## src/lpr_defs.svh

```systemverilog
`ifndef LPR_DEFS_SVH
`define LPR_DEFS_SVH

// register pointer values
`define LPR_ADDR_CONTROL      5'h0F
`define LPR_ADDR_PART_ID      5'h12
`define LPR_ADDR_STATUS       5'h13
`define LPR_ADDR_CH0_LOW      5'h14
`define LPR_ADDR_CH0_HIGH     5'h15
`define LPR_ADDR_CH1_LOW      5'h16
`define LPR_ADDR_CH1_HIGH     5'h17
`define LPR_ADDR_PROX_LOW     5'h18
`define LPR_ADDR_PROX_HIGH    5'h19
`define LPR_PTR_STEP          5'h01
`define LPR_PTR_RESET         5'h00

// analog control fields
`define LPR_CTRL_RESET        8'h00
`define LPR_CTRL_WR_MASK      8'hF3
`define LPR_CTRL_DRIVE_MSB    7
`define LPR_CTRL_DRIVE_LSB    6
`define LPR_CTRL_DIODE_MSB    5
`define LPR_CTRL_DIODE_LSB    4
`define LPR_CTRL_GAIN_MSB     1
`define LPR_CTRL_GAIN_LSB     0

// diode select codes
`define LPR_DIODE_RESERVED    2'h0
`define LPR_DIODE_CH0         2'h1
`define LPR_DIODE_CH1         2'h2
`define LPR_DIODE_BOTH        2'h3

// gain select codes and factors
`define LPR_GAIN_SEL_1X       2'h0
`define LPR_GAIN_SEL_8X       2'h1
`define LPR_GAIN_SEL_16X      2'h2
`define LPR_GAIN_SEL_120X     2'h3
`define LPR_GAIN_1X           7'h01
`define LPR_GAIN_8X           7'h08
`define LPR_GAIN_16X          7'h10
`define LPR_GAIN_120X         7'h78

// device status bit positions
`define LPR_STAT_PROX_IRQ_BIT  5
`define LPR_STAT_LIGHT_IRQ_BIT 4
`define LPR_STAT_VALID_BIT     0
`define LPR_STAT_RESET         8'h00

// command byte fields
`define LPR_CMD_SELECT_BIT    7
`define LPR_CMD_TYPE_MSB      6
`define LPR_CMD_TYPE_LSB      5
`define LPR_CMD_PTR_MSB       4
`define LPR_CMD_PTR_LSB       0
`define LPR_CMD_TYPE_AUTO_INC 2'h1

// bus and identity
`define LPR_I2C_ADDR_DEFAULT  7'h39
`define LPR_PART_ID_DEFAULT   8'h5A
`define LPR_READ_UNMAPPED     8'h00
`define LPR_BYTE_BITS         4'h8
`define LPR_BIT_CNT_RESET     4'h0
`define LPR_BYTE_RESET        8'h00
`define LPR_RESULT_RESET      16'h0000
`define LPR_OD_LOW            1'b0

`endif

```

## src/lpr_pkg.sv

```systemverilog
package lpr_pkg;

   typedef enum logic [2:0]
   {
      st_idle     = 3'h0,
      st_addr     = 3'h1,
      st_addr_ack = 3'h2,
      st_write    = 3'h3,
      st_wr_ack   = 3'h4,
      st_read     = 3'h5,
      st_rd_ack   = 3'h6
   } lpr_i2c_state_t;

   typedef logic [6:0] lpr_gain_t;

endpackage : lpr_pkg

```

## src/lpr_light_prox_regs.sv

```systemverilog
// Function
// - control bits 7:6 scale LED drive: full, half, quarter, one eighth of trim.
// - control bits 5:4 pick prox diode: 01 ch0, 10 ch1, 11 both, 00 reserved.
// - control bits 1:0 pick light gain 1x, 8x, 16x, 120x.
// - fixed read-only 8-bit part code at 0x12; writes ignored.
// - status bit 5 reads 1 while the proximity interrupt is asserted.
// - status bit 4 reads 1 while the light interrupt is asserted.
// - status bit 0 sets once light integration completes with valid results.
// - status register at 0x13 is read-only; bits 7:6 and 3:1 reserved.
// - two 16-bit light results, low then high: 0x14/0x15 and 0x16/0x17.
// - reading a light low byte copies its high byte into a shadow for readback.
// - latched light high byte holds even if new integrations finish meanwhile.
// - proximity result is 16 bits: low byte 0x18, high byte 0x19.
// - proximity low read latches high byte, kept across further conversions.
// - bus lines and interrupt are open-drain, pulled low only, never driven high.
// - light interrupt comes from comparing channel 0 result against thresholds.
`timescale 1ns/1ps
`include "lpr_defs.svh"

module lpr_light_prox_regs #(
   parameter logic [6:0] I2C_ADDR = `LPR_I2C_ADDR_DEFAULT,
   // arbitrary neutral part code
   parameter logic [7:0] PART_ID  = `LPR_PART_ID_DEFAULT
) (
   input  wire logic        ref_clk,
   input  wire logic        rst,
   input  wire logic        scl_in,
   output logic             scl_out,
   output logic             scl_oe,
   input  wire logic        sda_in,
   output logic             sda_out,
   output logic             sda_oe,
   output logic             int_out,
   output logic             int_oe,
   input  wire logic [15:0] light_ch0_result,
   input  wire logic [15:0] light_ch1_result,
   input  wire logic        light_cycle_done,
   input  wire logic [15:0] prox_result,
   input  wire logic        prox_cycle_done,
   input  wire logic [15:0] light_thresh_low,
   input  wire logic [15:0] light_thresh_high,
   input  wire logic        prox_irq_active,
   input  wire logic        light_irq_clear,
   input  wire logic        light_valid_clear,
   input  wire logic [7:0]  led_trim_code,
   output logic [1:0]       led_drive_level,
   output logic [7:0]       led_drive_code,
   output logic [1:0]       prox_diode_select,
   output logic             prox_use_ch0,
   output logic             prox_use_ch1,
   output logic             prox_diode_reserved,
   output logic [1:0]       light_gain_select,
   output logic [6:0]       light_gain_factor
);

   localparam int NUM_RESULTS = 3;
   localparam logic [4:0] LOW_ADDR [NUM_RESULTS] = '{`LPR_ADDR_CH0_LOW, `LPR_ADDR_CH1_LOW, `LPR_ADDR_PROX_LOW};

   logic [7:0]          ctrl_r;
   logic [4:0]          ptr_r;
   logic                auto_inc_r;
   logic                light_irq_r;
   logic                light_valid_r;
   logic                int_oe_r;
   logic [7:0]          rd_data_r;
   logic [7:0]          drive_code_r;
   logic                use_ch0_r;
   logic                use_ch1_r;
   logic                diode_rsvd_r;
   lpr_pkg::lpr_gain_t  gain_factor_r;

   logic                wr_valid;
   logic                wr_first;
   logic [7:0]          wr_data;
   logic                rd_req;
   logic                reg_write;
   logic                cmd_write;
   logic                light_out_of_range;
   logic                light_irq_set;
   logic [7:0]          status_byte;
   logic [7:0]          read_mux;

   logic [15:0]         res_in      [NUM_RESULTS];
   logic                res_load    [NUM_RESULTS];
   logic                low_read    [NUM_RESULTS];
   logic [7:0]          low_byte    [NUM_RESULTS];
   logic [7:0]          shadow_high [NUM_RESULTS];

   lpr_i2c_slave #(
      .DEV_ADDR (I2C_ADDR)
   ) u_slave (
      .ref_clk  (ref_clk),
      .rst      (rst),
      .scl_in   (scl_in),
      .sda_in   (sda_in),
      .rd_data  (rd_data_r),
      .sda_oe   (sda_oe),
      .wr_valid (wr_valid),
      .wr_first (wr_first),
      .wr_data  (wr_data),
      .rd_req   (rd_req)
   );

   // open-drain: the data level is always low, only the enable moves
   assign sda_out = `LPR_OD_LOW;
   assign scl_out = `LPR_OD_LOW;
   // no clock stretching, the read byte is ready within one cycle
   assign scl_oe  = 1'b0;
   assign int_out = `LPR_OD_LOW;
   assign int_oe  = int_oe_r;

   assign cmd_write = wr_valid & wr_first & wr_data[`LPR_CMD_SELECT_BIT];
   assign reg_write = wr_valid & ~wr_first;

   // command byte sets the pointer and the increment mode
   always_ff @(posedge ref_clk)
   begin
      if (rst)
      begin
         ptr_r      <= `LPR_PTR_RESET;
         auto_inc_r <= 1'b0;
      end
      else if (cmd_write)
      begin
         ptr_r      <= wr_data[`LPR_CMD_PTR_MSB:`LPR_CMD_PTR_LSB];
         auto_inc_r <= (wr_data[`LPR_CMD_TYPE_MSB:`LPR_CMD_TYPE_LSB] == `LPR_CMD_TYPE_AUTO_INC);
      end
      else if ((reg_write || rd_req) && auto_inc_r)
         ptr_r <= ptr_r + `LPR_PTR_STEP;
   end

   // only the control register takes writes; identity, status and results ignore them
   always_ff @(posedge ref_clk)
   begin
      if (rst)
         ctrl_r <= `LPR_CTRL_RESET;
      else if (reg_write && ptr_r == `LPR_ADDR_CONTROL)
         ctrl_r <= wr_data & `LPR_CTRL_WR_MASK;
   end

   assign led_drive_level   = ctrl_r[`LPR_CTRL_DRIVE_MSB:`LPR_CTRL_DRIVE_LSB];
   assign prox_diode_select = ctrl_r[`LPR_CTRL_DIODE_MSB:`LPR_CTRL_DIODE_LSB];
   assign light_gain_select = ctrl_r[`LPR_CTRL_GAIN_MSB:`LPR_CTRL_GAIN_LSB];

   // decoded analog settings follow the control register by one cycle
   always_ff @(posedge ref_clk)
   begin
      if (rst)
         drive_code_r <= `LPR_BYTE_RESET;
      else
         drive_code_r <= led_trim_code >> led_drive_level;
   end

   always_ff @(posedge ref_clk)
   begin
      if (rst)
      begin
         use_ch0_r    <= 1'b0;
         use_ch1_r    <= 1'b0;
         diode_rsvd_r <= 1'b1;
      end
      else
      begin
         use_ch0_r    <= (prox_diode_select == `LPR_DIODE_CH0) || (prox_diode_select == `LPR_DIODE_BOTH);
         use_ch1_r    <= (prox_diode_select == `LPR_DIODE_CH1) || (prox_diode_select == `LPR_DIODE_BOTH);
         diode_rsvd_r <= (prox_diode_select == `LPR_DIODE_RESERVED);
      end
   end

   always_ff @(posedge ref_clk)
   begin
      if (rst)
         gain_factor_r <= `LPR_GAIN_1X;
      else
      begin
         unique case (light_gain_select)
            `LPR_GAIN_SEL_1X:   gain_factor_r <= `LPR_GAIN_1X;
            `LPR_GAIN_SEL_8X:   gain_factor_r <= `LPR_GAIN_8X;
            `LPR_GAIN_SEL_16X:  gain_factor_r <= `LPR_GAIN_16X;
            `LPR_GAIN_SEL_120X: gain_factor_r <= `LPR_GAIN_120X;
         endcase
      end
   end

   assign led_drive_code      = drive_code_r;
   assign prox_use_ch0        = use_ch0_r;
   assign prox_use_ch1        = use_ch1_r;
   assign prox_diode_reserved = diode_rsvd_r;
   assign light_gain_factor   = gain_factor_r;

   // light interrupt judged on channel 0 only, at each completed integration
   assign light_out_of_range = (light_ch0_result < light_thresh_low) || (light_ch0_result > light_thresh_high);
   assign light_irq_set      = light_cycle_done & light_out_of_range;

   // set beats clear so an event in the clearing cycle survives
   always_ff @(posedge ref_clk)
   begin
      if (rst)
         light_irq_r <= 1'b0;
      else if (light_irq_set)
         light_irq_r <= 1'b1;
      else if (light_irq_clear)
         light_irq_r <= 1'b0;
   end

   always_ff @(posedge ref_clk)
   begin
      if (rst)
         light_valid_r <= 1'b0;
      else if (light_cycle_done)
         light_valid_r <= 1'b1;
      else if (light_valid_clear)
         light_valid_r <= 1'b0;
   end

   always_ff @(posedge ref_clk)
   begin
      if (rst)
         int_oe_r <= 1'b0;
      else
         int_oe_r <= prox_irq_active | light_irq_r;
   end

   always_comb
   begin
      status_byte = `LPR_STAT_RESET;
      status_byte[`LPR_STAT_PROX_IRQ_BIT]  = prox_irq_active;
      status_byte[`LPR_STAT_LIGHT_IRQ_BIT] = light_irq_r;
      status_byte[`LPR_STAT_VALID_BIT]     = light_valid_r;
   end

   assign res_in[0]   = light_ch0_result;
   assign res_in[1]   = light_ch1_result;
   assign res_in[2]   = prox_result;
   assign res_load[0] = light_cycle_done;
   assign res_load[1] = light_cycle_done;
   assign res_load[2] = prox_cycle_done;

   // one shadow per result so reading one channel never disturbs another
   genvar gi;
   generate
      for (gi = 0; gi < NUM_RESULTS; gi++)
      begin : g_result
         assign low_read[gi] = rd_req & (ptr_r == LOW_ADDR[gi]);

         lpr_result_latch #(
            .RESULT_W (16)
         ) u_latch (
            .ref_clk     (ref_clk),
            .rst         (rst),
            .result_in   (res_in[gi]),
            .result_load (res_load[gi]),
            .low_read    (low_read[gi]),
            .low_byte    (low_byte[gi]),
            .shadow_high (shadow_high[gi])
         );
      end
   endgenerate

   always_comb
   begin
      unique case (ptr_r)
         `LPR_ADDR_CONTROL:   read_mux = ctrl_r;
         `LPR_ADDR_PART_ID:   read_mux = PART_ID;
         `LPR_ADDR_STATUS:    read_mux = status_byte;
         `LPR_ADDR_CH0_LOW:   read_mux = low_byte[0];
         `LPR_ADDR_CH0_HIGH:  read_mux = shadow_high[0];
         `LPR_ADDR_CH1_LOW:   read_mux = low_byte[1];
         `LPR_ADDR_CH1_HIGH:  read_mux = shadow_high[1];
         `LPR_ADDR_PROX_LOW:  read_mux = low_byte[2];
         `LPR_ADDR_PROX_HIGH: read_mux = shadow_high[2];
         default:             read_mux = `LPR_READ_UNMAPPED;
      endcase
   end

   // prefetch happens only once the byte is sure to be sent
   always_ff @(posedge ref_clk)
   begin
      if (rst)
         rd_data_r <= `LPR_BYTE_RESET;
      else if (rd_req)
         rd_data_r <= read_mux;
   end

endmodule : lpr_light_prox_regs

```

## src/lpr_i2c_slave.sv

```systemverilog
`timescale 1ns/1ps
`include "lpr_defs.svh"

module lpr_i2c_slave #(
   parameter logic [6:0] DEV_ADDR = `LPR_I2C_ADDR_DEFAULT
) (
   input  wire logic       ref_clk,
   input  wire logic       rst,
   input  wire logic       scl_in,
   input  wire logic       sda_in,
   input  wire logic [7:0] rd_data,
   output logic            sda_oe,
   output logic            wr_valid,
   output logic            wr_first,
   output logic [7:0]      wr_data,
   output logic            rd_req
);

   lpr_pkg::lpr_i2c_state_t state_r;
   logic       scl_q_r;
   logic       sda_q_r;
   logic [3:0] bit_cnt_r;
   logic [7:0] shreg_r;
   logic [7:0] tx_r;
   logic       rw_r;
   logic       first_r;
   logic       mack_r;
   logic       sda_low_r;
   logic       wr_valid_r;
   logic       wr_first_r;
   logic       rd_req_r;
   logic       scl_rise;
   logic       scl_fall;
   logic       start_det;
   logic       stop_det;

   // lines idle high, so reset to high avoids a false edge
   always_ff @(posedge ref_clk)
   begin
      if (rst)
      begin
         scl_q_r <= 1'b1;
         sda_q_r <= 1'b1;
      end
      else
      begin
         scl_q_r <= scl_in;
         sda_q_r <= sda_in;
      end
   end

   assign scl_rise  = scl_in & ~scl_q_r;
   assign scl_fall  = ~scl_in & scl_q_r;
   assign start_det = scl_in & scl_q_r & sda_q_r & ~sda_in;
   assign stop_det  = scl_in & scl_q_r & ~sda_q_r & sda_in;

   // rd_req fires on a rising scl; rd_data must be ready before the next falling scl
   always_ff @(posedge ref_clk)
   begin
      wr_valid_r <= 1'b0;
      rd_req_r   <= 1'b0;
      if (rst)
      begin
         state_r    <= lpr_pkg::st_idle;
         bit_cnt_r  <= `LPR_BIT_CNT_RESET;
         shreg_r    <= `LPR_BYTE_RESET;
         tx_r       <= `LPR_BYTE_RESET;
         rw_r       <= 1'b0;
         first_r    <= 1'b0;
         mack_r     <= 1'b0;
         sda_low_r  <= 1'b0;
         wr_first_r <= 1'b0;
      end
      else if (stop_det)
      begin
         state_r   <= lpr_pkg::st_idle;
         sda_low_r <= 1'b0;
      end
      else if (start_det)
      begin
         state_r   <= lpr_pkg::st_addr;
         bit_cnt_r <= `LPR_BIT_CNT_RESET;
         first_r   <= 1'b1;
         sda_low_r <= 1'b0;
      end
      else
      begin
         unique case (state_r)
            lpr_pkg::st_idle:
            begin
            end
            lpr_pkg::st_addr:
            begin
               if (scl_rise)
               begin
                  shreg_r   <= {shreg_r[6:0], sda_in};
                  bit_cnt_r <= bit_cnt_r + 4'h1;
               end
               else if (scl_fall && bit_cnt_r == `LPR_BYTE_BITS)
               begin
                  if (shreg_r[7:1] == DEV_ADDR)
                  begin
                     rw_r      <= shreg_r[0];
                     state_r   <= lpr_pkg::st_addr_ack;
                     sda_low_r <= 1'b1;
                  end
                  else
                     state_r <= lpr_pkg::st_idle;
               end
            end
            lpr_pkg::st_addr_ack:
            begin
               if (scl_rise && rw_r)
                  rd_req_r <= 1'b1;
               else if (scl_fall)
               begin
                  bit_cnt_r <= `LPR_BIT_CNT_RESET;
                  if (rw_r)
                  begin
                     state_r   <= lpr_pkg::st_read;
                     tx_r      <= rd_data;
                     sda_low_r <= ~rd_data[7];
                  end
                  else
                  begin
                     state_r   <= lpr_pkg::st_write;
                     sda_low_r <= 1'b0;
                  end
               end
            end
            lpr_pkg::st_write:
            begin
               if (scl_rise)
               begin
                  shreg_r   <= {shreg_r[6:0], sda_in};
                  bit_cnt_r <= bit_cnt_r + 4'h1;
               end
               else if (scl_fall && bit_cnt_r == `LPR_BYTE_BITS)
               begin
                  wr_valid_r <= 1'b1;
                  wr_first_r <= first_r;
                  first_r    <= 1'b0;
                  state_r    <= lpr_pkg::st_wr_ack;
                  sda_low_r  <= 1'b1;
               end
            end
            lpr_pkg::st_wr_ack:
            begin
               if (scl_fall)
               begin
                  state_r   <= lpr_pkg::st_write;
                  bit_cnt_r <= `LPR_BIT_CNT_RESET;
                  sda_low_r <= 1'b0;
               end
            end
            lpr_pkg::st_read:
            begin
               if (scl_rise)
                  bit_cnt_r <= bit_cnt_r + 4'h1;
               else if (scl_fall)
               begin
                  if (bit_cnt_r == `LPR_BYTE_BITS)
                  begin
                     state_r   <= lpr_pkg::st_rd_ack;
                     sda_low_r <= 1'b0;
                  end
                  else
                  begin
                     tx_r      <= {tx_r[6:0], 1'b0};
                     sda_low_r <= ~tx_r[6];
                  end
               end
            end
            lpr_pkg::st_rd_ack:
            begin
               if (scl_rise)
               begin
                  mack_r   <= ~sda_in;
                  rd_req_r <= ~sda_in;
               end
               else if (scl_fall)
               begin
                  if (mack_r)
                  begin
                     state_r   <= lpr_pkg::st_read;
                     bit_cnt_r <= `LPR_BIT_CNT_RESET;
                     tx_r      <= rd_data;
                     sda_low_r <= ~rd_data[7];
                  end
                  else
                     state_r <= lpr_pkg::st_idle;
               end
            end
            default:
               state_r <= lpr_pkg::st_idle;
         endcase
      end
   end

   assign sda_oe   = sda_low_r;
   assign wr_valid = wr_valid_r;
   assign wr_first = wr_first_r;
   assign wr_data  = shreg_r;
   assign rd_req   = rd_req_r;

endmodule : lpr_i2c_slave

```

## src/lpr_result_latch.sv

```systemverilog
`timescale 1ns/1ps
`include "lpr_defs.svh"

module lpr_result_latch #(
   parameter int RESULT_W = 16
) (
   input  wire logic                ref_clk,
   input  wire logic                rst,
   input  wire logic [RESULT_W-1:0] result_in,
   input  wire logic                result_load,
   input  wire logic                low_read,
   output logic [7:0]               low_byte,
   output logic [7:0]               shadow_high
);

   logic [RESULT_W-1:0] result_r;
   logic [7:0]          shadow_r;

   generate
      if (RESULT_W != 16)
      begin : g_bad_width
         $error("lpr_result_latch supports only a 16-bit result");
      end
   endgenerate

   always_ff @(posedge ref_clk)
   begin
      if (rst)
         result_r <= `LPR_RESULT_RESET;
      else if (result_load)
         result_r <= result_in;
   end

   // a load in the same cycle as the low read still pairs old low with old high
   always_ff @(posedge ref_clk)
   begin
      if (rst)
         shadow_r <= `LPR_BYTE_RESET;
      else if (low_read)
         shadow_r <= result_r[15:8];
   end

   assign low_byte    = result_r[7:0];
   assign shadow_high = shadow_r;

endmodule : lpr_result_latch

```

## config.mk

```make
export PLATFORM = sky130hd
export DESIGN_NAME = lpr_light_prox_regs
export DESIGN_NICKNAME = d
export VERILOG_FILES = /design/src/lpr_pkg.sv /design/src/lpr_light_prox_regs.sv /design/src/lpr_i2c_slave.sv /design/src/lpr_result_latch.sv
export VERILOG_INCLUDE_DIRS = /design/src
export SDC_FILE = /design/constraint.sdc
export NUM_CORES = 1
export LEC_CHECK = 0
export BUFFER_PORTS_ARGS = -buffer_cell sky130_fd_sc_hd__buf_4
export CAP_MARGIN = 20
export CORE_AREA = 2 2 128 130
export DETAILED_ROUTE_END_ITERATION = 16
export DIE_AREA = 0 0 130 132
export HOLD_SLACK_MARGIN = 0.08
export PLACE_DENSITY_LB_ADDON = 0.15
export SYNTH_ARGS = -nofsm -noshare
export SYNTH_HDL_FRONTEND = slang
export SYNTH_SLANG_ARGS = --single-unit
export TNS_END_PERCENT = 30
```

## constraint.sdc

```tcl
create_clock -name ref_clk -period 2.7 [get_ports ref_clk]
set_input_delay 0.405 -clock ref_clk [delete_from_list [all_inputs] [get_ports ref_clk]]
set_output_delay 0.405 -clock ref_clk [all_outputs]
set_load 0.01 [all_outputs]
```

==> flow_metrics.py <==
metrics = {
    "clocking": {
        "cts_setup_buffers": 0,
        "htree_levels": 4,
        "cts_tree": "done",
        "cts.sink_count": 141,
        "numCtsBuffers": 17,
        "worstSkewPairLatency_ns": 0.42,
        "clk_pin_slew_ns": 0.07,
        "ctsLongestPathBuffers": 2,
        "clock-root-buffer": "clkbuf_16",
        "cts_resized": 0,
        "hold_buffers": 0,
    },
    "layout": {
        "area_growth_pct": 22.5,
        "n_antenna_cell": 0,
        "fill_cells": 1414,
        "nNetsFinal": 1024,
        "drive_gt1_share_pct": 19.4,
        "postLayoutCoreUtil_pct": 54.4,
    },
    "pwr": {
        "power_leakage_nw": 3.70,
        "total_power_w": 0.00490,
        "irDropWorstVdd_v": 0.000532,
        "p_per_area_mw_per_mm2": 573,
    },
    "worst_setup_path": {
        "crit_type": "reg -> reg",
        "crit_chain": "a21boi_0 > a32oi_1 > o22ai_2 > or3_1 > o41ai_1",
        "crit_cells": 5,
        "worstSetupEndpointType": "flop",
        "arrival_ns": 2.56,
        "cpLargestDelayFamily": "compound AO/OA/AOI/OAI gates",
        "slowest_stage": "dfxtp_1",
        "worst-path-max-fanout": 16,
        "worst-r2r-cell-count": 5,
        "cp-start-kind": "flop",
        "cp_num_buf_inv": 0,
        "worstPathRequired_ns": 3.02,
        "slowest_delay_ns": 0.71,
    },
    "place": {
        "hpwl_mm": 13.4,
        "place_congestion": 0.895,
        "numPortBuffers": 120,
    },
    "sta": {
        "fmax_ghz": 0.446,
        "tns_ns": 0,
        "fin_crit_ns": 2.24,
        "finalMaxSlewViolations": 0,
        "rsz0062_at_grt": "false",
        "worstMarginPinSlew_ns": 0.773,
        "setup_viol": 0,
        "finalHoldViolCount": 0,
        "slew_headroom_pct": 47.8,
        "final.setup_skew_ns": 0.00777,
        "post-route-period-util_pct": 83.1,
    },
    "drt": {
        "drt_iter0_drc": 388,
        "drt_wl_total_mm": 18.0,
        "first_pass_iters": 6,
        "ant_nets": 0,
        "drc": 0,
        "vias": 6031,
        "viasPerCell": 5.39,
        "wire_per_inst_um": 16.1,
    },
    "global_route": {
        "grt_usage_pct": 21.7,
        "grt_max_degree": 51,
        "grt_overflow_total": 0,
        "antenna_found_initial": 0,
        "grt_pass1_vias": 5991,
        "grt_first_pass_wirelength_mm": 29.8,
    },
    "synthesis": {
        "syn_area_mm2": 0.00697,
        "synth_edf_count": 0,
        "yosysSeqAreaShare_pct": 40.5,
        "synth_area_leader_cell": "dfxtp_1",
        "ys_ff_latch": 141,
        "synthTopCellsByArea": "dfxtp_1 40%, mux2i_1 9.3%, ha_1 6.8%",
        "synth.top_cell.area_share_pct": 40.5,
        "ys_types": 66,
        "synthFlopType": "dfxtp_1",
        "syn_inst": 796,
        "ys.warnings.count": 0,
        "avgSynthCellArea_um2": 8.76,
        "synth-async-reset-ratio_pct": 0,
    },
    "floorplanning": {
        "die_h_um": 132,
        "core_area_mm2": 0.0157,
        "die_area_mm2": 0.0172,
        "die_w_um": 130,
        "row_count": 46,
        "pin_count": 127,
        "start_util_pct": 44.4,
    },
    "status": {
        "outcome": "finished clean",
    },
    "worst_hold_path": {
        "hold_depth": 3,
        "hold_path_class": "in -> reg",
    },
    "run": {
        "max-cap-violations": 0,
    },
}
-- metrics by stage --
| stage | instances | setup slack [ns] | hold slack, ns | instance area (um^2) |
|---|---|---|---|---|
| 2_1_floorplan | 801 | 0.750 | 0.431 | 6990 |
| 3_3_place_gp | 1086 | 0.565 | 0.440 | 7970 |
| 3_5_place_dp | 1086 | 0.523 | 0.451 | 7970 |
| 4_1_cts | 1118 | 0.492 | 0.195 | 8540 |
| 5_1_grt | 1118 | 0.126 | 0.219 | 8540 |
| 6_report | 1118 | 0.457 | 0.212 | 8540 |
-- layer usage --
metal / share of wire (%) / GRT usage [%]
met1: 44 / 27.3
met2: 50 / 36.6
met3: 4.1 / 4.42
met4: 2.0 / 7.77
met5: 0 / 0
-- report_power, final --
group / leakage [nW] / internal [W] / switching, W
sequential: 1.15 / 0.00214 / 0.0000451
clock: 0.273 / 0.00130 / 0.000985
combinational: 2.28 / 0.000221 / 0.000210
-- cells by family after synthesis --
| family | share of synthesized area, % |
|---|---|
| other | 0.0538 |
| muxes | 10.6 |
| xor gates and xnor gates | 0.377 |
| and+or+nand+nor | 19.2 |
| adders and majority gates | 6.82 |
| buffers and inverters | 6.12 |
| DFF | 40.5 |
| AOI/OAI and AO/OA | 16.3 |
-- worst paths after layout --
kind	startpoint	end	slack, ns
hold / removal	prox_result[13]	g_result[2].u_latch.result_r[13]	0.21
hold reg to reg	u_slave.tx_r[0]	u_slave.tx_r[0]	0.47
setup / recovery	u_slave.state_r[1]	u_slave.bit_cnt_r[3]	0.46
setup reg to reg	u_slave.state_r[1]	u_slave.bit_cnt_r[3]	0.46
-- layout make-up --
class                      instances  area, um^2  area share, %
multi-input combinational        556        3740           43.8
timing repair buffer             129         968           11.3
inverter                          44         165           1.93
sequential                       141        2820           33.0
clock inverter                    15         149           1.74
clock buffer                      17         425           4.98
tap                              216         270           3.16
-- layout by cell type (no fill, tap or decap), types with 6 or more instances in the layout --
cell type and count:
nor3_1 8, nand3_1 34, ha_1 38, mux2i_1 65, nand4_1 6, dfxtp_1 141, nand2b_1 10, a311oi_1 7
o21ai_0 20, nand3b_1 7, nor2b_1 18, inv_1 43, and3_1 6, a221oi_1 12, nand2_1 66, conb_1 6
inv_6 10, clkbuf_16 17, a211oi_1 9, a21oi_1 66, nor2_1 87, buf_4 129, and2_1 8, a22oi_1 11
and4b_1 6
-- cell usage after synthesis, types with 7 or more instances --
master	instances
nand2_1	66
inv_1	43
dfxtp_1	141
nand3_1	34
nor2b_1	18
mux2i_1	65
nand2b_1	10
clkbuf_1	43
ha_1	38
a21oi_1	66
a311oi_1	7
nor3_1	8
nand3b_1	7
o21ai_0	20
a22oi_1	11
buf_2	7
and2_1	8
a221oi_1	12
buf_4	7
a211oi_1	9
nor2_1	87
-- worst reg2reg max path, cell delays in order, from the launching register on --
cell      delay [ns]
dfxtp_1         0.71
a21boi_0        0.32
a32oi_1         0.27
o22ai_2         0.16
or3_1           0.38
o41ai_1         0.30
-- state kept, by name (all words and copies together) (netlist names), 3 cells and up --
signal and flops:
ctrl_r 6, g_result.u_latch.result_r 48, g_result.u_latch.shadow_high 24, led_drive_code 8, light_gain_factor 4, ptr_r 5
rd_data_r 8, u_slave.bit_cnt_r 4, u_slave.state_r 3, u_slave.tx_r 7, u_slave.wr_data 8
(Power assumes the default switching activity.)
